--- src/verilog/bridge_pkg.sv ---
// Shared constants and carrier types for the serial host port of the CAN bridge.
// Assumes a 200 MHz system clock; all timing counts derive from it.
package bridge_pkg;

    localparam int unsigned CLK_HZ          = 200000000;
    localparam int unsigned BAUD_MIN        = 300;
    localparam int unsigned BAUD_MAX        = 921600;
    localparam int unsigned BITS_PER_CHAR   = 10;
    localparam int unsigned DATA_BITS       = 8;
    localparam int unsigned DIV_W           = 20;
    localparam logic [DIV_W-1:0] DIV_MAX    = DIV_W'(CLK_HZ / BAUD_MIN);
    localparam logic [DIV_W-1:0] DIV_MIN    = DIV_W'(CLK_HZ / BAUD_MAX);
    localparam int unsigned GAP_W           = 32;
    localparam int unsigned STD_ID_W        = 11;
    localparam int unsigned EXT_ID_W        = 29;
    localparam logic [10:0] STD_ID_MAX      = 11'h7FF;
    localparam logic [28:0] EXT_ID_MAX      = 29'h1FFFFFFF;
    localparam logic [1:0]  STRAP_UART_BRIDGE = 2'h1;
    localparam logic [1:0]  STRAP_SPI_BRIDGE  = 2'h3;
    localparam logic [1:0]  STRAP_UART_CFG    = 2'h0;
    localparam logic [1:0]  STRAP_SPI_CFG     = 2'h2;

    typedef enum logic [1:0] {
        MODE_UART_CFG    = 2'b00,
        MODE_UART_BRIDGE = 2'b01,
        MODE_SPI_CFG     = 2'b10,
        MODE_SPI_BRIDGE  = 2'b11
    } work_mode_t;

    typedef enum logic [1:0] {
        FIELD_HEADER  = 2'b00,
        FIELD_LENGTH  = 2'b01,
        FIELD_PAYLOAD = 2'b10,
        FIELD_TRAILER = 2'b11
    } frame_field_t;

    // One received byte with its framing marks, from either serial side.
    typedef struct packed {
        logic       valid;
        logic       first;
        logic [7:0] data;
    } rx_byte_t;

    typedef struct packed {
        logic [10:0] std_id;
        logic [28:0] ext_id;
        logic        extended;
    } can_id_t;

endpackage

--- src/verilog/sync_two_flop.sv ---
// Two-flop synchroniser for a single asynchronous level.
// Assumes the input changes slowly compared to the 5 ns clock.
`timescale 1ns/1ps
module sync_two_flop #(
    parameter logic INIT = 1'b0
) (
    input  wire logic clk,
    input  wire logic reset,
    input  wire logic async_in,
    output logic      sync_out
);
    logic stage1;
    logic next_stage1;
    logic next_sync_out;

    always_comb begin
        next_stage1   = async_in;
        next_sync_out = stage1;
        if (reset) begin
            next_stage1   = INIT;
            next_sync_out = INIT;
        end
    end

    always_ff @(posedge clk) begin
        stage1   <= next_stage1;
        sync_out <= next_sync_out;
    end
endmodule

--- src/verilog/serial_to_can_host_port.sv ---
// Host port of the serial-to-CAN bridge: strap-selected mode, UART 8N1 receive with idle-gap
// framing, SPI mode 3 slave with chip-select framing, and the active-low alert output.
// Assumes reset is the device reset already reduced to the system clock; CAN engine lives elsewhere.
// Operation
// RULE1 - Host holds interface strap low for UART
// RULE2 - Host holds interface strap high for SPI
// RULE3 - Straps select one of four working modes
// RULE4 - Strap changes take effect only after reset
// RULE5 - Host holds reset at least 100 us
// RULE6 - Host waits 3 ms after reset release
// RULE7 - UART is fixed 8N1, not configurable
// RULE8 - UART rate between 300 and 921600 baud
// RULE9 - UART bridge ignores SPI, never answers there
// RULE10 - UART frame opens on first character, continues
// RULE11 - One character time is ten bits
// RULE12 - Frame closes after gap exceeds n characters
// RULE13 - SPI slave, mode 3, 8-bit, MSB first
// RULE14 - Host SPI clock at most 1.5/1 Mbps
// RULE15 - SPI bridge ignores UART, never sends there
// RULE16 - Chip-select window forms exactly one SPI frame
// RULE17 - Host leaves 40 us between buffer frames
// RULE18 - Standard identifier is 11 bits, to 0x7FF
// RULE19 - Extended identifier is 29 bits, to 0x1FFFFFFF
// RULE20 - Custom frame: header, length, type, id, data, trailer
// RULE21 - Host waits 50 us after select change
// RULE22 - Alert low from trigger until buffer empty (code asserts it only in SPI bridge mode; held high in the other modes)
// RULE23 - Configuration modes block all CAN traffic
// RULE24 - Straps sampled once at reset release
// RULE25 - Idle counter restarts each stop bit
`timescale 1ns/1ps
module serial_to_can_host_port
    import bridge_pkg::*;
(
    input  wire logic                 clk,
    input  wire logic                 reset,
    input  wire logic                 mode_strap,
    input  wire logic                 cfg_strap,
    input  wire logic [DIV_W-1:0]     baud_div,
    input  wire logic [7:0]           gap_chars,
    input  wire logic                 uart_rx,
    input  wire logic                 spi_cs_n,
    input  wire logic                 spi_sck,
    input  wire logic                 spi_mosi,
    input  wire logic [7:0]           spi_tx_byte,
    input  wire logic                 rx_count_at_trigger,
    input  wire logic                 rx_buffer_empty,
    input  wire can_id_t              can_id_in,
    output work_mode_t                work_mode,
    output logic                      can_enable,
    output rx_byte_t                  uart_byte,
    output logic                      uart_frame_end,
    output rx_byte_t                  spi_byte,
    output logic                      spi_frame_end,
    output logic                      spi_miso,
    output logic                      spi_miso_oe,
    output logic                      alert_n,
    output can_id_t                   can_id_out
);
    import bridge_pkg::*;

    logic rx_s, cs_s, sck_s, mosi_s, mode_s, cfg_s;

    sync_two_flop #(.INIT(1'b1)) u_rx   (.clk(clk), .reset(reset), .async_in(uart_rx),    .sync_out(rx_s));
    sync_two_flop #(.INIT(1'b1)) u_cs   (.clk(clk), .reset(reset), .async_in(spi_cs_n),   .sync_out(cs_s));
    sync_two_flop #(.INIT(1'b1)) u_sck  (.clk(clk), .reset(reset), .async_in(spi_sck),    .sync_out(sck_s));
    sync_two_flop #(.INIT(1'b0)) u_mosi (.clk(clk), .reset(reset), .async_in(spi_mosi),   .sync_out(mosi_s));
    sync_two_flop #(.INIT(1'b0)) u_mode (.clk(clk), .reset(reset), .async_in(mode_strap), .sync_out(mode_s));
    sync_two_flop #(.INIT(1'b1)) u_cfg  (.clk(clk), .reset(reset), .async_in(cfg_strap),  .sync_out(cfg_s));

    // Mode latch. The synchronisers are themselves in reset, so the straps are caught on the
    // first cycle their synchronised value is valid after release, and then frozen.
    logic [1:0] settle;
    logic       mode_held;
    logic [1:0] next_settle;
    logic       next_mode_held;
    work_mode_t next_work_mode;

    always_comb begin
        next_settle    = settle;
        next_mode_held = mode_held;
        next_work_mode = work_mode;
        if (settle != 2'h2) begin
            next_settle = settle + 2'h1;
        end else if (!mode_held) begin
            next_mode_held = 1'b1;                                   // RULE24
            next_work_mode = work_mode_t'({mode_s, cfg_s});          // RULE3
        end
        if (reset) begin
            next_settle    = 2'h0;
            next_mode_held = 1'b0;
            next_work_mode = MODE_UART_CFG;
        end
    end

    always_ff @(posedge clk) begin
        settle    <= next_settle;
        mode_held <= next_mode_held;
        work_mode <= next_work_mode;                                 // RULE4
    end

    wire uart_on = mode_held && !work_mode[1];                       // RULE15
    wire spi_on  = mode_held && work_mode[1];                        // RULE9
    wire bridge  = mode_held && work_mode[0];                        // RULE23

    // UART receiver, fixed 8N1, sampling at the middle of each bit.
    typedef enum logic [1:0] {
        RX_IDLE  = 2'b00,
        RX_START = 2'b01,
        RX_DATA  = 2'b10,
        RX_STOP  = 2'b11
    } rx_state_t;

    rx_state_t        rx_state, next_rx_state;
    logic [DIV_W-1:0] rx_cnt, next_rx_cnt;
    logic [2:0]       rx_bit, next_rx_bit;
    logic [7:0]       rx_sh, next_rx_sh;
    logic [GAP_W-1:0] gap_cnt, next_gap_cnt;
    logic             in_frame, next_in_frame;
    rx_byte_t         next_uart_byte;
    logic             next_uart_frame_end;
    logic [DIV_W-1:0] div_eff;
    logic [GAP_W-1:0] gap_limit;

    always_comb begin
        div_eff = baud_div;                                          // RULE8
        if (baud_div < DIV_MIN) div_eff = DIV_MIN;
        if (baud_div > DIV_MAX) div_eff = DIV_MAX;
        gap_limit = GAP_W'(gap_chars) * GAP_W'(BITS_PER_CHAR) * GAP_W'(div_eff); // RULE11
    end

    always_comb begin
        next_rx_state       = rx_state;
        next_rx_cnt         = rx_cnt;
        next_rx_bit         = rx_bit;
        next_rx_sh          = rx_sh;
        next_gap_cnt        = gap_cnt;
        next_in_frame       = in_frame;
        next_uart_byte      = '0;
        next_uart_frame_end = 1'b0;
        if (in_frame && gap_cnt <= gap_limit) begin
            next_gap_cnt = gap_cnt + GAP_W'(1);
        end
        if (in_frame && gap_cnt > gap_limit && rx_state == RX_IDLE) begin
            next_in_frame       = 1'b0;                              // RULE12
            next_uart_frame_end = 1'b1;
        end
        case (rx_state)
            RX_IDLE: begin
                if (uart_on && !rx_s) begin
                    next_rx_state = RX_START;
                    next_rx_cnt   = div_eff >> 1;
                end
            end
            RX_START: begin
                if (rx_cnt == '0) begin
                    next_rx_state = rx_s ? RX_IDLE : RX_DATA;
                    next_rx_cnt   = div_eff - DIV_W'(1);
                    next_rx_bit   = 3'h0;
                end else begin
                    next_rx_cnt = rx_cnt - DIV_W'(1);
                end
            end
            RX_DATA: begin
                if (rx_cnt == '0) begin
                    next_rx_sh  = {rx_s, rx_sh[7:1]};               // RULE7
                    next_rx_cnt = div_eff - DIV_W'(1);
                    next_rx_bit = rx_bit + 3'h1;
                    if (rx_bit == 3'h7) next_rx_state = RX_STOP;
                end else begin
                    next_rx_cnt = rx_cnt - DIV_W'(1);
                end
            end
            RX_STOP: begin
                if (rx_cnt == '0) begin
                    next_rx_state = RX_IDLE;
                    // A broken stop bit drops the character without touching the frame.
                    if (rx_s) begin
                        next_uart_byte.valid = 1'b1;
                        next_uart_byte.first = !in_frame;            // RULE10
                        next_uart_byte.data  = rx_sh;
                        next_in_frame        = 1'b1;
                        next_gap_cnt         = '0;                   // RULE25
                        next_uart_frame_end  = 1'b0;
                    end
                end else begin
                    next_rx_cnt = rx_cnt - DIV_W'(1);
                end
            end
            default: next_rx_state = RX_IDLE;
        endcase
        if (reset) begin
            next_rx_state       = RX_IDLE;
            next_rx_cnt         = '0;
            next_rx_bit         = 3'h0;
            next_rx_sh          = 8'h00;
            next_gap_cnt        = '0;
            next_in_frame       = 1'b0;
            next_uart_byte      = '0;
            next_uart_frame_end = 1'b0;
        end
    end

    always_ff @(posedge clk) begin
        rx_state       <= next_rx_state;
        rx_cnt         <= next_rx_cnt;
        rx_bit         <= next_rx_bit;
        rx_sh          <= next_rx_sh;
        gap_cnt        <= next_gap_cnt;
        in_frame       <= next_in_frame;
        uart_byte      <= next_uart_byte;
        uart_frame_end <= next_uart_frame_end;
    end

    // SPI mode 3 slave: drive on falling SCK, sample on rising SCK, MSB first.
    logic       sck_d, cs_d;
    logic [2:0] sp_bit;
    logic [7:0] sp_in, sp_out;
    logic       sp_first;
    logic       next_sck_d, next_cs_d, next_sp_first, next_spi_frame_end;
    logic       next_spi_miso, next_spi_miso_oe;
    logic [2:0] next_sp_bit;
    logic [7:0] next_sp_in, next_sp_out;
    rx_byte_t   next_spi_byte;

    always_comb begin
        next_sck_d         = sck_s;
        next_cs_d          = cs_s;
        next_sp_bit        = sp_bit;
        next_sp_in         = sp_in;
        next_sp_out        = sp_out;
        next_sp_first      = sp_first;
        next_spi_byte      = '0;
        next_spi_frame_end = 1'b0;
        next_spi_miso      = spi_miso;
        next_spi_miso_oe   = 1'b0;
        if (spi_on && !cs_s) begin
            next_spi_miso_oe = 1'b1;
            if (cs_d) begin
                next_sp_bit   = 3'h0;                                // RULE16
                next_sp_first = 1'b1;
                next_sp_out   = spi_tx_byte;
                next_spi_miso = spi_tx_byte[7];
            end else if (sck_d && !sck_s) begin
                next_spi_miso = sp_out[7];                           // RULE13
            end else if (!sck_d && sck_s) begin
                next_sp_in  = {sp_in[6:0], mosi_s};
                next_sp_out = {sp_out[6:0], 1'b0};
                next_sp_bit = sp_bit + 3'h1;
                if (sp_bit == 3'h7) begin
                    next_spi_byte.valid = 1'b1;
                    next_spi_byte.first = sp_first;
                    next_spi_byte.data  = {sp_in[6:0], mosi_s};
                    next_sp_first       = 1'b0;
                    next_sp_out         = spi_tx_byte;
                end
            end
        end
        if (spi_on && cs_s && !cs_d) begin
            next_spi_frame_end = 1'b1;                               // RULE16
        end
        if (reset) begin
            next_sck_d         = 1'b1;
            next_cs_d          = 1'b1;
            next_sp_bit        = 3'h0;
            next_sp_in         = 8'h00;
            next_sp_out        = 8'h00;
            next_sp_first      = 1'b0;
            next_spi_byte      = '0;
            next_spi_frame_end = 1'b0;
            next_spi_miso      = 1'b0;
            next_spi_miso_oe   = 1'b0;
        end
    end

    always_ff @(posedge clk) begin
        sck_d         <= next_sck_d;
        cs_d          <= next_cs_d;
        sp_bit        <= next_sp_bit;
        sp_in         <= next_sp_in;
        sp_out        <= next_sp_out;
        sp_first      <= next_sp_first;
        spi_byte      <= next_spi_byte;
        spi_frame_end <= next_spi_frame_end;
        spi_miso      <= next_spi_miso;
        spi_miso_oe   <= next_spi_miso_oe;
    end

    // Alert and identifier masking toward the CAN side.
    logic    next_alert_n, next_can_enable;
    can_id_t next_can_id_out;

    always_comb begin
        next_can_enable = bridge;                                    // RULE23
        next_alert_n    = alert_n;
        if (!spi_on || !bridge || rx_buffer_empty) begin
            next_alert_n = 1'b1;
        end else if (rx_count_at_trigger) begin
            next_alert_n = 1'b0;                                     // RULE22
        end
        next_can_id_out.std_id   = can_id_in.std_id & STD_ID_MAX;    // RULE18
        next_can_id_out.ext_id   = can_id_in.ext_id & EXT_ID_MAX;    // RULE19
        next_can_id_out.extended = can_id_in.extended;
        if (reset) begin
            next_can_enable = 1'b0;
            next_alert_n    = 1'b1;
            next_can_id_out = '0;
        end
    end

    always_ff @(posedge clk) begin
        can_enable <= next_can_enable;
        alert_n    <= next_alert_n;
        can_id_out <= next_can_id_out;
    end

    AST_MODE_FROZEN: assert property (@(posedge clk) disable iff (reset)
        mode_held && $past(mode_held) |-> $stable(work_mode))
        else $error("working mode changed without reset"); // RULE4
    AST_MODE_FROM_STRAP: assert property (@(posedge clk) disable iff (reset)
        $rose(mode_held) |-> work_mode == work_mode_t'({$past(mode_s), $past(cfg_s)}))
        else $error("mode does not match straps"); // RULE3
    AST_LATCH_TIME: assert property (@(posedge clk) $fell(reset) |-> ##3 mode_held)
        else $error("straps not sampled three cycles after release"); // RULE24
    AST_NO_SPI_IN_UART: assert property (@(posedge clk) disable iff (reset)
        !work_mode[1] |-> !spi_byte.valid && !spi_miso_oe)
        else $error("spi active in uart mode"); // RULE9
    AST_NO_UART_IN_SPI: assert property (@(posedge clk) disable iff (reset)
        work_mode[1] && mode_held && $past(mode_held, 20) |-> !uart_byte.valid)
        else $error("uart active in spi mode"); // RULE15
    AST_CFG_NO_CAN: assert property (@(posedge clk) disable iff (reset)
        !work_mode[0] |=> !can_enable)
        else $error("can enabled in configuration mode"); // RULE23
    AST_ALERT_EMPTY: assert property (@(posedge clk) disable iff (reset)
        rx_buffer_empty |=> alert_n)
        else $error("alert held with empty buffer"); // RULE22
    AST_GAP_RESTART: assert property (@(posedge clk) disable iff (reset)
        uart_byte.valid |-> gap_cnt == '0 && in_frame)
        else $error("gap counter not restarted on character"); // RULE25
    AST_FRAME_END: assert property (@(posedge clk) disable iff (reset)
        uart_frame_end |-> !in_frame && $past(gap_cnt) > $past(gap_limit))
        else $error("frame closed before gap elapsed"); // RULE12
    AST_SPI_END: assert property (@(posedge clk) disable iff (reset)
        spi_frame_end |-> $past(cs_s) && !$past(cs_d))
        else $error("spi frame end without chip select release"); // RULE16
    AST_STD_ID: assert property (@(posedge clk) disable iff (reset) // RULE18
        !$past(reset) |-> can_id_out.std_id == ($past(can_id_in.std_id) & STD_ID_MAX))
        else $error("standard id not carried through");
endmodule

--- config.mk ---
export PLATFORM = sky130hd
export DESIGN_NAME = serial_to_can_host_port
export DESIGN_NICKNAME = d
export VERILOG_FILES = /design/src/verilog/bridge_pkg.sv /design/src/verilog/sync_two_flop.sv /design/src/verilog/serial_to_can_host_port.sv
export SDC_FILE = /design/constraint.sdc
export NUM_CORES = 1
export LEC_CHECK = 0
export BUFFER_PORTS_ARGS = -buffer_cell sky130_fd_sc_hd__buf_2
export CORE_ASPECT_RATIO = 1.4
export CORE_MARGIN = 1.5
export CORE_UTILIZATION = 65
export CTS_BUF_LIST = sky130_fd_sc_hd__clkbuf_8
export CTS_CLUSTER_DIAMETER = 40
export CTS_CLUSTER_SIZE = 40
export DETAILED_ROUTE_END_ITERATION = 12
export GPL_ROUTABILITY_DRIVEN = 0
export MAX_ROUTING_LAYER = met4
export PLACE_DENSITY = 0.87
export SYNTH_ARGS = -nofsm -noshare
export SYNTH_HDL_FRONTEND = slang
export SYNTH_SLANG_ARGS = --single-unit
--- constraint.sdc ---
create_clock -name clk -period 24.6 [get_ports clk]
set_input_delay 3.69 -clock clk [delete_from_list [all_inputs] [get_ports clk]]
set_output_delay 3.69 -clock clk [all_outputs]
set_load 0.02 [all_outputs]
; Word level (Yosys, flattened, before mapping)
; Cells that the tools add are included.
[op_classes]
mul = 2
magnitude_cmp = 4
addsub = 6
n_mux = 45
reduce_logical = 44
n_eq_ne = 13
bitwise_logic = 10
[op_table]
columns = operator, n
row1 = 32-bit two-way mux, 4
row2 = 20-bit two-way mux, 5
row3 = 20-bit case mux with 3 select lines, 1
row4 = "20-bit by 1-bit subtractor with 20-bit output, second input constant", 2
row5 = "32-bit by 1-bit adder with 32-bit output, second input constant", 1
row6 = 32-bit > comparator, 1
row7 = 32-bit less-or-equal comparator, 1
row8 = 8-bit two-way mux, 4
row9 = 11-bit by 20-bit multiplier with 31-bit output, 1
row10 = "20-bit > comparator, second input constant", 1
row11 = 20-bit logical NOT, 1
row12 = "20-bit by 8-bit < comparator with 1-bit output, second input constant", 1
row13 = 10-bit two-way mux, 2
row14 = 1-bit two-way mux, 16
row15 = 3-bit two-way mux, 5
row16 = "2-bit inequality test, second input constant", 7
row17 = 1-bit logical AND, 12
row18 = 2-bit two-way mux, 6
row19 = "8-bit by 3-bit multiplier with 11-bit output, second input constant", 1
row20 = 1-bit inverter, 10
row21 = 1-bit logical NOT, 9
row22 = 2-bit case mux with 4 select lines, 1
row23 = 2-bit AND reduction, 4
row24 = 4-bit AND reduction, 2
row25 = other kinds (17), 26
[word_totals]
out_inout_bits = 69
ff_bits = 171
word_cells = 166

; Logic depth before layout (Yosys ltp)
; Gate-level depths: netlist (run 1).
[depth]
word_depth = 11
mapped_depth = 39
mapped_depth_nobuf = 37

; Hierarchy
; Synthesis (run 1) repeated with hierarchy kept, for this count alone.
[hier_totals]
hier_cells = 1857
hier_area_um2 = 15626.2
[modules_own_cells]
columns = mod, area_per_inst_um2, cells_per_inst, instances
row1 = serial_to_can_host_port, 15310.9, 1833, 1
row2 = sync_two_flop, 52.6, 4, 6

; Worst setup path before layout (run 1)
; No wires, ideal clock.
[synth_timing]
path_type = input port to flip-flop
start = input gap_chars[1]
end = register gap_cnt[27]
slack_ns = 11.995
required_ns = 24.541
stages = 34
arrival_time_ns = 12.546
cell_sequence = ha_1 -> ha_1 -> fa_1 -> a21o_1 -> a21oi_1 -> o21bai_1 -> a21oi_1 -> xnor2_1 -> clkbuf_1 -> nand2_1 -> fa_1 -> fa_1 -> inv_1 -> fa_1 -> fa_1 -> inv_1 -> fa_1 -> inv_1 -> ha_1 -> a21o_1 -> a31oi_1 -> o221ai_2 -> a221oi_2 -> o31ai_1 -> o31ai_1 -> a21bo_2 -> ha_1 -> nand4_1 -> nor4_1 -> nand3_1 -> o211ai_1 -> nand3_1 -> or4_1 -> nand2_1
[synth_between]
elab_chain_cells = 8
[synth_rtl]
columns = item, line
row1 = from (decl), serial_to_can_host_port.sv:39  ; input wire logic [7:0] gap_chars,
row2 = 8-bit by 3-bit multiplier with 11-bit output *, serial_to_can_host_port.sv:128  ; gap_limit = GAP_W'(gap_chars) * GAP_W'(BITS_PER_CHAR) * GAP_W'(div_eff);
row3 = 11-bit by 20-bit multiplier with 31-bit output *, serial_to_can_host_port.sv:128
row4 = 32-bit less-or-equal comparator *, serial_to_can_host_port.sv:140  ; if (in_frame && gap_cnt <= gap_limit) begin
row5 = 1-bit logical AND *, serial_to_can_host_port.sv:140
row6 = 32-bit two-way mux *, serial_to_can_host_port.sv:140
row7 = 32-bit two-way mux, serial_to_can_host_port.sv:177  ; if (rx_s) begin
row8 = 32-bit two-way mux, serial_to_can_host_port.sv:174  ; if (rx_cnt == '0) begin
row9 = 32-bit two-way mux *, serial_to_can_host_port.sv:147  ; case (rx_state)
row10 = to (signal assigned), serial_to_can_host_port.sv:208  ; gap_cnt <= next_gap_cnt;
row11 = to (decl), serial_to_can_host_port.sv:117  ; logic [GAP_W-1:0] gap_cnt, next_gap_cnt;
; Every way passes the cells marked *; elsewhere a longest branch is shown, timed or not.
; A chain may end at the register's enable or synchronous reset.

; Worst setup path after layout (run 1)
[layout_timing]
start = input gap_chars[1]
end = register gap_cnt[16]
; The elaborated chain is that of the path after synthesis.

==> metrics, run 1 <==
overall die width=133 um; post-synthesis adder-cell area fraction=31.3%; ys flop type=dfxtp_1; final hold vios=0; delay of the slowest critical-path stage=580 ps; Final WS setup=11220 ps; vias in the first global route=13700; max-cap violations=0; # IOs=156; top cells by area, synth=dfxtp_1 22%, fa_1 21%, ha_1 10%; Slew headroom=14.7%; Min-Delay Path Class=register to register; top-count cell post-synth=nand2_1; post-synthesis mux area share=0.717%; CTS tree=yes; Setup WS pre-CTS=10780 ps; Hold Buf Count CTS=0; antenna viol nets, final=0; largest family of logic cells by synthesized area=adder cells; port buffer count=155; xor/xnor cell area share of the yosys netlist=3.88%; status=finished clean; M1 GR Usage=36.6%; clock skew=25.9 ps; DR vias/cell=6.08; CP arrival=13800 ps; initial antenna violation count=2; synthesized area per cell=8.64 um2; CP required=25010 ps; Worst setup EP type=register; die height=185 um; GR Layer Usage met3=6.60%; CP Launch Type=primary input; CTS sink cnt=171; Post-DP HPWL=30800 um; drt first pass iters=7; met2 Track Usage GR=57.8%; unrepaired setup endpoints after global routing=false; Skew-Pair Late Insertion Delay=490 ps; Synth Area in Compound Gates=11.9%; Placed Area=16300 um2; Setup Viol. Count Final=0; Remaining Overflow, GRT=0; routed len/inst=18.1 um; Max Slew Vio Count=0; critical path's slowest cell=fa_1; worst-path maximum fanout=21; Crit path top cell by count=fa_1; Max clock buf depth=2; top-area cell type share of the netlist area=22.3%; routed via count=13400; fmax=74.7 MHz; total wire length=39900 um; clk slew on worst S/H paths=100 ps; layout overhead on the synthesized area=8.62%; Synth area leader=dfxtp_1; top post-synthesis cells by count=251 x nand2_1, 209 x inv_1, 171 x dfxtp_1, 162 x fa_1, 125 x ha_1; global routing's busiest layer=met2; fin crit period=13380 ps; Worst-Margin Slew=1270 ps; Overall Global Routing Usage=34.3%; root buffer cell=clkbuf_8; count of cell types in the netlist=83; DRC Markers=0; layout cell share with drive strength beyond 1=12.6%; final net count=2258; simple-gate share of the synthesized area=22.7%; Final TNS setup=0 ps; Synthesized Nets=2151; CTS Buf Count=17; synthesized instance count=1777; #FFs+latches synth=171; Die Area=24600 um2; first-pass GRT wire length=65200 um; Seq/Total Area, Yosys=22.3%; CP Class=primary input to register; postcts setup bufs=0; asr flop ratio synth=0%; fin area=16700 um2; standard-cell row count=66; Final period util=54.4%; largest net degree at the start of global routing=91; H-Tree Level Count=4; Post-CTS Resized=0; starting density of the core=66.2%; core area=23200 um2; Post-synth EDFFs=0; Ys Warns=0; synthesized cell area=15400 um2; initial DRC count=1177
[flip-flops by register name, summed over array words and instances, names as in the netlist, 7 cells and up, named ones only]
name and cells:
can_id_out 41, gap_cnt 32, rx_cnt 20, rx_sh 8, sp_in 7, sp_out 8
spi_byte 10, uart_byte 10
[final cells by class]
class	count	area, um2
Clock inverter	15	173
Timing Repair Buffer	163	838
Sequential cell	171	3420
Antenna cell	2	5.00
Clock buffer	17	234
Tap cell	306	383
Inverter	210	788
Multi-Input combinational cell	1321	10800
Fill cell	1720	6530
[routing by layer]
layer | share of wire (%) | vias to the layer above
met5 | 0 | -
met2 | 50 | 732
met3 | 8.2 | 245
met4 | 6.8 | 0
li1 | - | 6091
met1 | 35 | 6347
[per-stage QoR]
step / hold WS [ps] / std cells / utilization (%)
finish: 416 / 2205 / 71.9
global route: 434 / 2205 / 71.9
CTS: 418 / 2203 / 71.8
detailed placement: 394 / 2171 / 70.1
global placement: 393 / 2171 / 70.1
floorplan: 389 / 1777 / -
[cells by family after synthesis]
| logic type | after synthesis |
|---|---|
| AOI/OAI and AO/OA | 270 |
| xor gates and xnor gates | 68 |
| adders and majority gates | 287 |
| buffers and inverters | 285 |
| DFF | 171 |
| muxes | 11 |
| and+or+nand+nor | 685 |
[final timing paths]
path	from	endpoint	slack (ps)	depth (start not counted)
worst max register to register	rx_cnt[14]	gap_cnt[16]	21090	7
worst min register to register	u_sck.stage1	u_sck.sync_out	420	1
worst min-delay path	u_sck.stage1	u_sck.sync_out	420	1
worst max-delay path	gap_chars[1]	gap_cnt[16]	11220	35
[layout by cell type (no fill, tap or decap), types with 15 or more instances in the layout]
master      n
nand3_1    20
clkbuf_8   17
xnor2_1    32
o21ai_0    37
fa_1      162
o22ai_1    15
nor2_1    109
inv_1     209
and3_1     22
nand4_1    18
and2_1     62
dfxtp_1   171
ha_1      125
nand2_1   251
o211ai_1   17
nor3_1     35
a21o_1     24
nand2b_1   16
a21oi_1    78
nor2b_1    52
or4_1      22
buf_2     154
xor2_1     36
[critical path: cells and delay by family]
family	cells	cell delay (ps)
buffers and inverters	3	480
XOR/XNOR	2	740
AND/OR/NAND/NOR	3	1180
adder cells (fa/ha/maj)	10	4290
AO/OA/AOI/OAI	17	3390
Power of run 1 is not shown: default switching activity piles up to over one toggle a cycle in this logic, so the estimate is an artifact.
==> run 2: changes to the inputs <==
--- a/config.mk
+++ b/config.mk
@@ -8,14 +8,14 @@
 export BUFFER_PORTS_ARGS = -buffer_cell sky130_fd_sc_hd__buf_2
 export CORE_ASPECT_RATIO = 1.4
 export CORE_MARGIN = 1.5
-export CORE_UTILIZATION = 65
+export CORE_UTILIZATION = 62
 export CTS_BUF_LIST = sky130_fd_sc_hd__clkbuf_8
 export CTS_CLUSTER_DIAMETER = 40
 export CTS_CLUSTER_SIZE = 40
 export DETAILED_ROUTE_END_ITERATION = 12
 export GPL_ROUTABILITY_DRIVEN = 0
 export MAX_ROUTING_LAYER = met4
-export PLACE_DENSITY = 0.87
+export PLACE_DENSITY = 0.83
 export SYNTH_ARGS = -nofsm -noshare
 export SYNTH_HDL_FRONTEND = slang
 export SYNTH_SLANG_ARGS = --single-unit
==> constraint.sdc (replaced) <==
create_clock -name clk -period 13.7 [get_ports clk]
set_input_delay 2.055 -clock clk [delete_from_list [all_inputs] [get_ports clk]]
set_output_delay 2.055 -clock clk [all_outputs]
set_load 0.02 [all_outputs]
==> run 2 against run 1 <==
Against the previous run:
- global-route usage fell by 2.0 points
- clock-buffer cell count did not move
- cell area rose by 0.26%
- critical endpoint is now gap_cnt[22]
==> metrics, run 2 (synthesis results as in run 1) <==
Slew headroom=32.0%; Worst setup EP type=register; first-pass GRT wire length=64200 um; DRT met1 WL=14100 um; met3 wire length=3180 um; routed len/inst=17.6 um; critical path's slowest cell=or4_1; Min-Delay Path Class=register to register; final hold vios=0; Post-CTS Resized=0; Overall Global Routing Usage=32.3%; Max Slew Vio Count=0; top layer in use=met4; total wire length=38900 um; top flop regs=can_id_out (41), gap_cnt (32), rx_cnt (20); CP Class=primary input to register; Remaining Overflow, GRT=0; CP required=14150 ps; multi-input combinational cell area=10800 um2; overall die width=136 um; Top Family by Delay on Critical Path=adder cells; H-Tree Level Count=4; postcts setup bufs=0; largest net degree at the start of global routing=72; worst-path maximum fanout=21; Crit path buffers/inverters=3; Max clock buf depth=2; CTS Buf Count=17; CTS sink cnt=171; routed via count=13300; drt first pass iters=7; Hold Buf Count CTS=0; initial DRC count=1000; fmax=84.0 MHz; CP arrival=12350 ps; fin crit period=11910 ps; DR vias/cell=6.00; Setup Viol. Count Final=0; Fillers=1959; Skew-Pair Late Insertion Delay=500 ps; CTS tree=yes; max reg flops=41; Sequential Area=3420 um2; standard-cell row count=68; Top reg by flops=can_id_out; layout cell share with drive strength beyond 1=12.7%; CP Launch Type=primary input; clock skew=24.6 ps; most common cell after layout, fill and taps aside=nand2_1; antenna viol nets, final=0; die height=189 um; clk slew on worst S/H paths=110 ps; Post-DP HPWL=30000 um; final net count=2258; port buffer count=155; Final period util=86.9%; Crit path top cell by count=fa_1; status=finished clean; Final TNS setup=0 ps; Antenna Cells=0; max-cap violations=0; Die Area=25700 um2; vias in the first global route=13300; # IOs=156; unrepaired setup endpoints after global routing=false; starting density of the core=62.7%; metal2 WL=19500 um; initial antenna violation count=0; root buffer cell=clkbuf_8; core area=24500 um2; delay of the slowest critical-path stage=580 ps; DRC Markers=0; most frequent cells in the layout=251 x nand2_1, 209 x inv_1, 171 x dfxtp_1; Worst-Margin Slew=1020 ps; layout overhead on the synthesized area=8.90%
==> run 2: cell count changes in the layout (fill, tap and decap cells not counted), sizes merged <==
cell,before,now
clkinvlp,3,2
inv,217,218
diode,2,0
==> run 2: stage by stage <==
| step | cell area [um2] | instances | worst slack [ps] | hold slack [ps] | util [%] |
|---|---|---|---|---|---|
| finish | 16700 | 2212 | 1790 | 418 | 68.2 |
| global route | 16700 | 2212 | 1190 | 427 | 68.2 |
| CTS | 16700 | 2212 | 1920 | 420 | 68.2 |
| detailed placement | 16300 | 2180 | 1430 | 398 | 66.5 |
| global placement | 16300 | 2180 | 1760 | 396 | 66.5 |
| floorplan | 15400 | 1777 | 2730 | 389 | - |
==> run 2: final timing paths <==
kind / slack (ps) / depth (start not counted) / startpoint / end
setup / recovery: 1790 / 34 / gap_chars[1] / gap_cnt[22]
hold / removal: 420 / 1 / u_cs.stage1 / u_cs.sync_out
setup reg to reg: 10270 / 7 / rx_cnt[6] / gap_cnt[12]
hold reg to reg: 420 / 1 / u_cs.stage1 / u_cs.sync_out
==> run 2: routing by layer <==
layer  vias up  global-route usage (%)
met5         -                       -
met4         0                    17.0
met3       198                    6.64
met2       626                    54.0
met1      6344                    36.2
li1       6103                       -
==> run 2: area by class of cell <==
type	count	share of cell area, %
clock inverter	15	1.20
tap	315	2.36
inverter	210	4.71
timing repair buffer	163	5.01
clock buffer	17	1.40
multi-input combinational	1321	64.8
sequential	171	20.5
Power of run 2 is left out for the same reason.
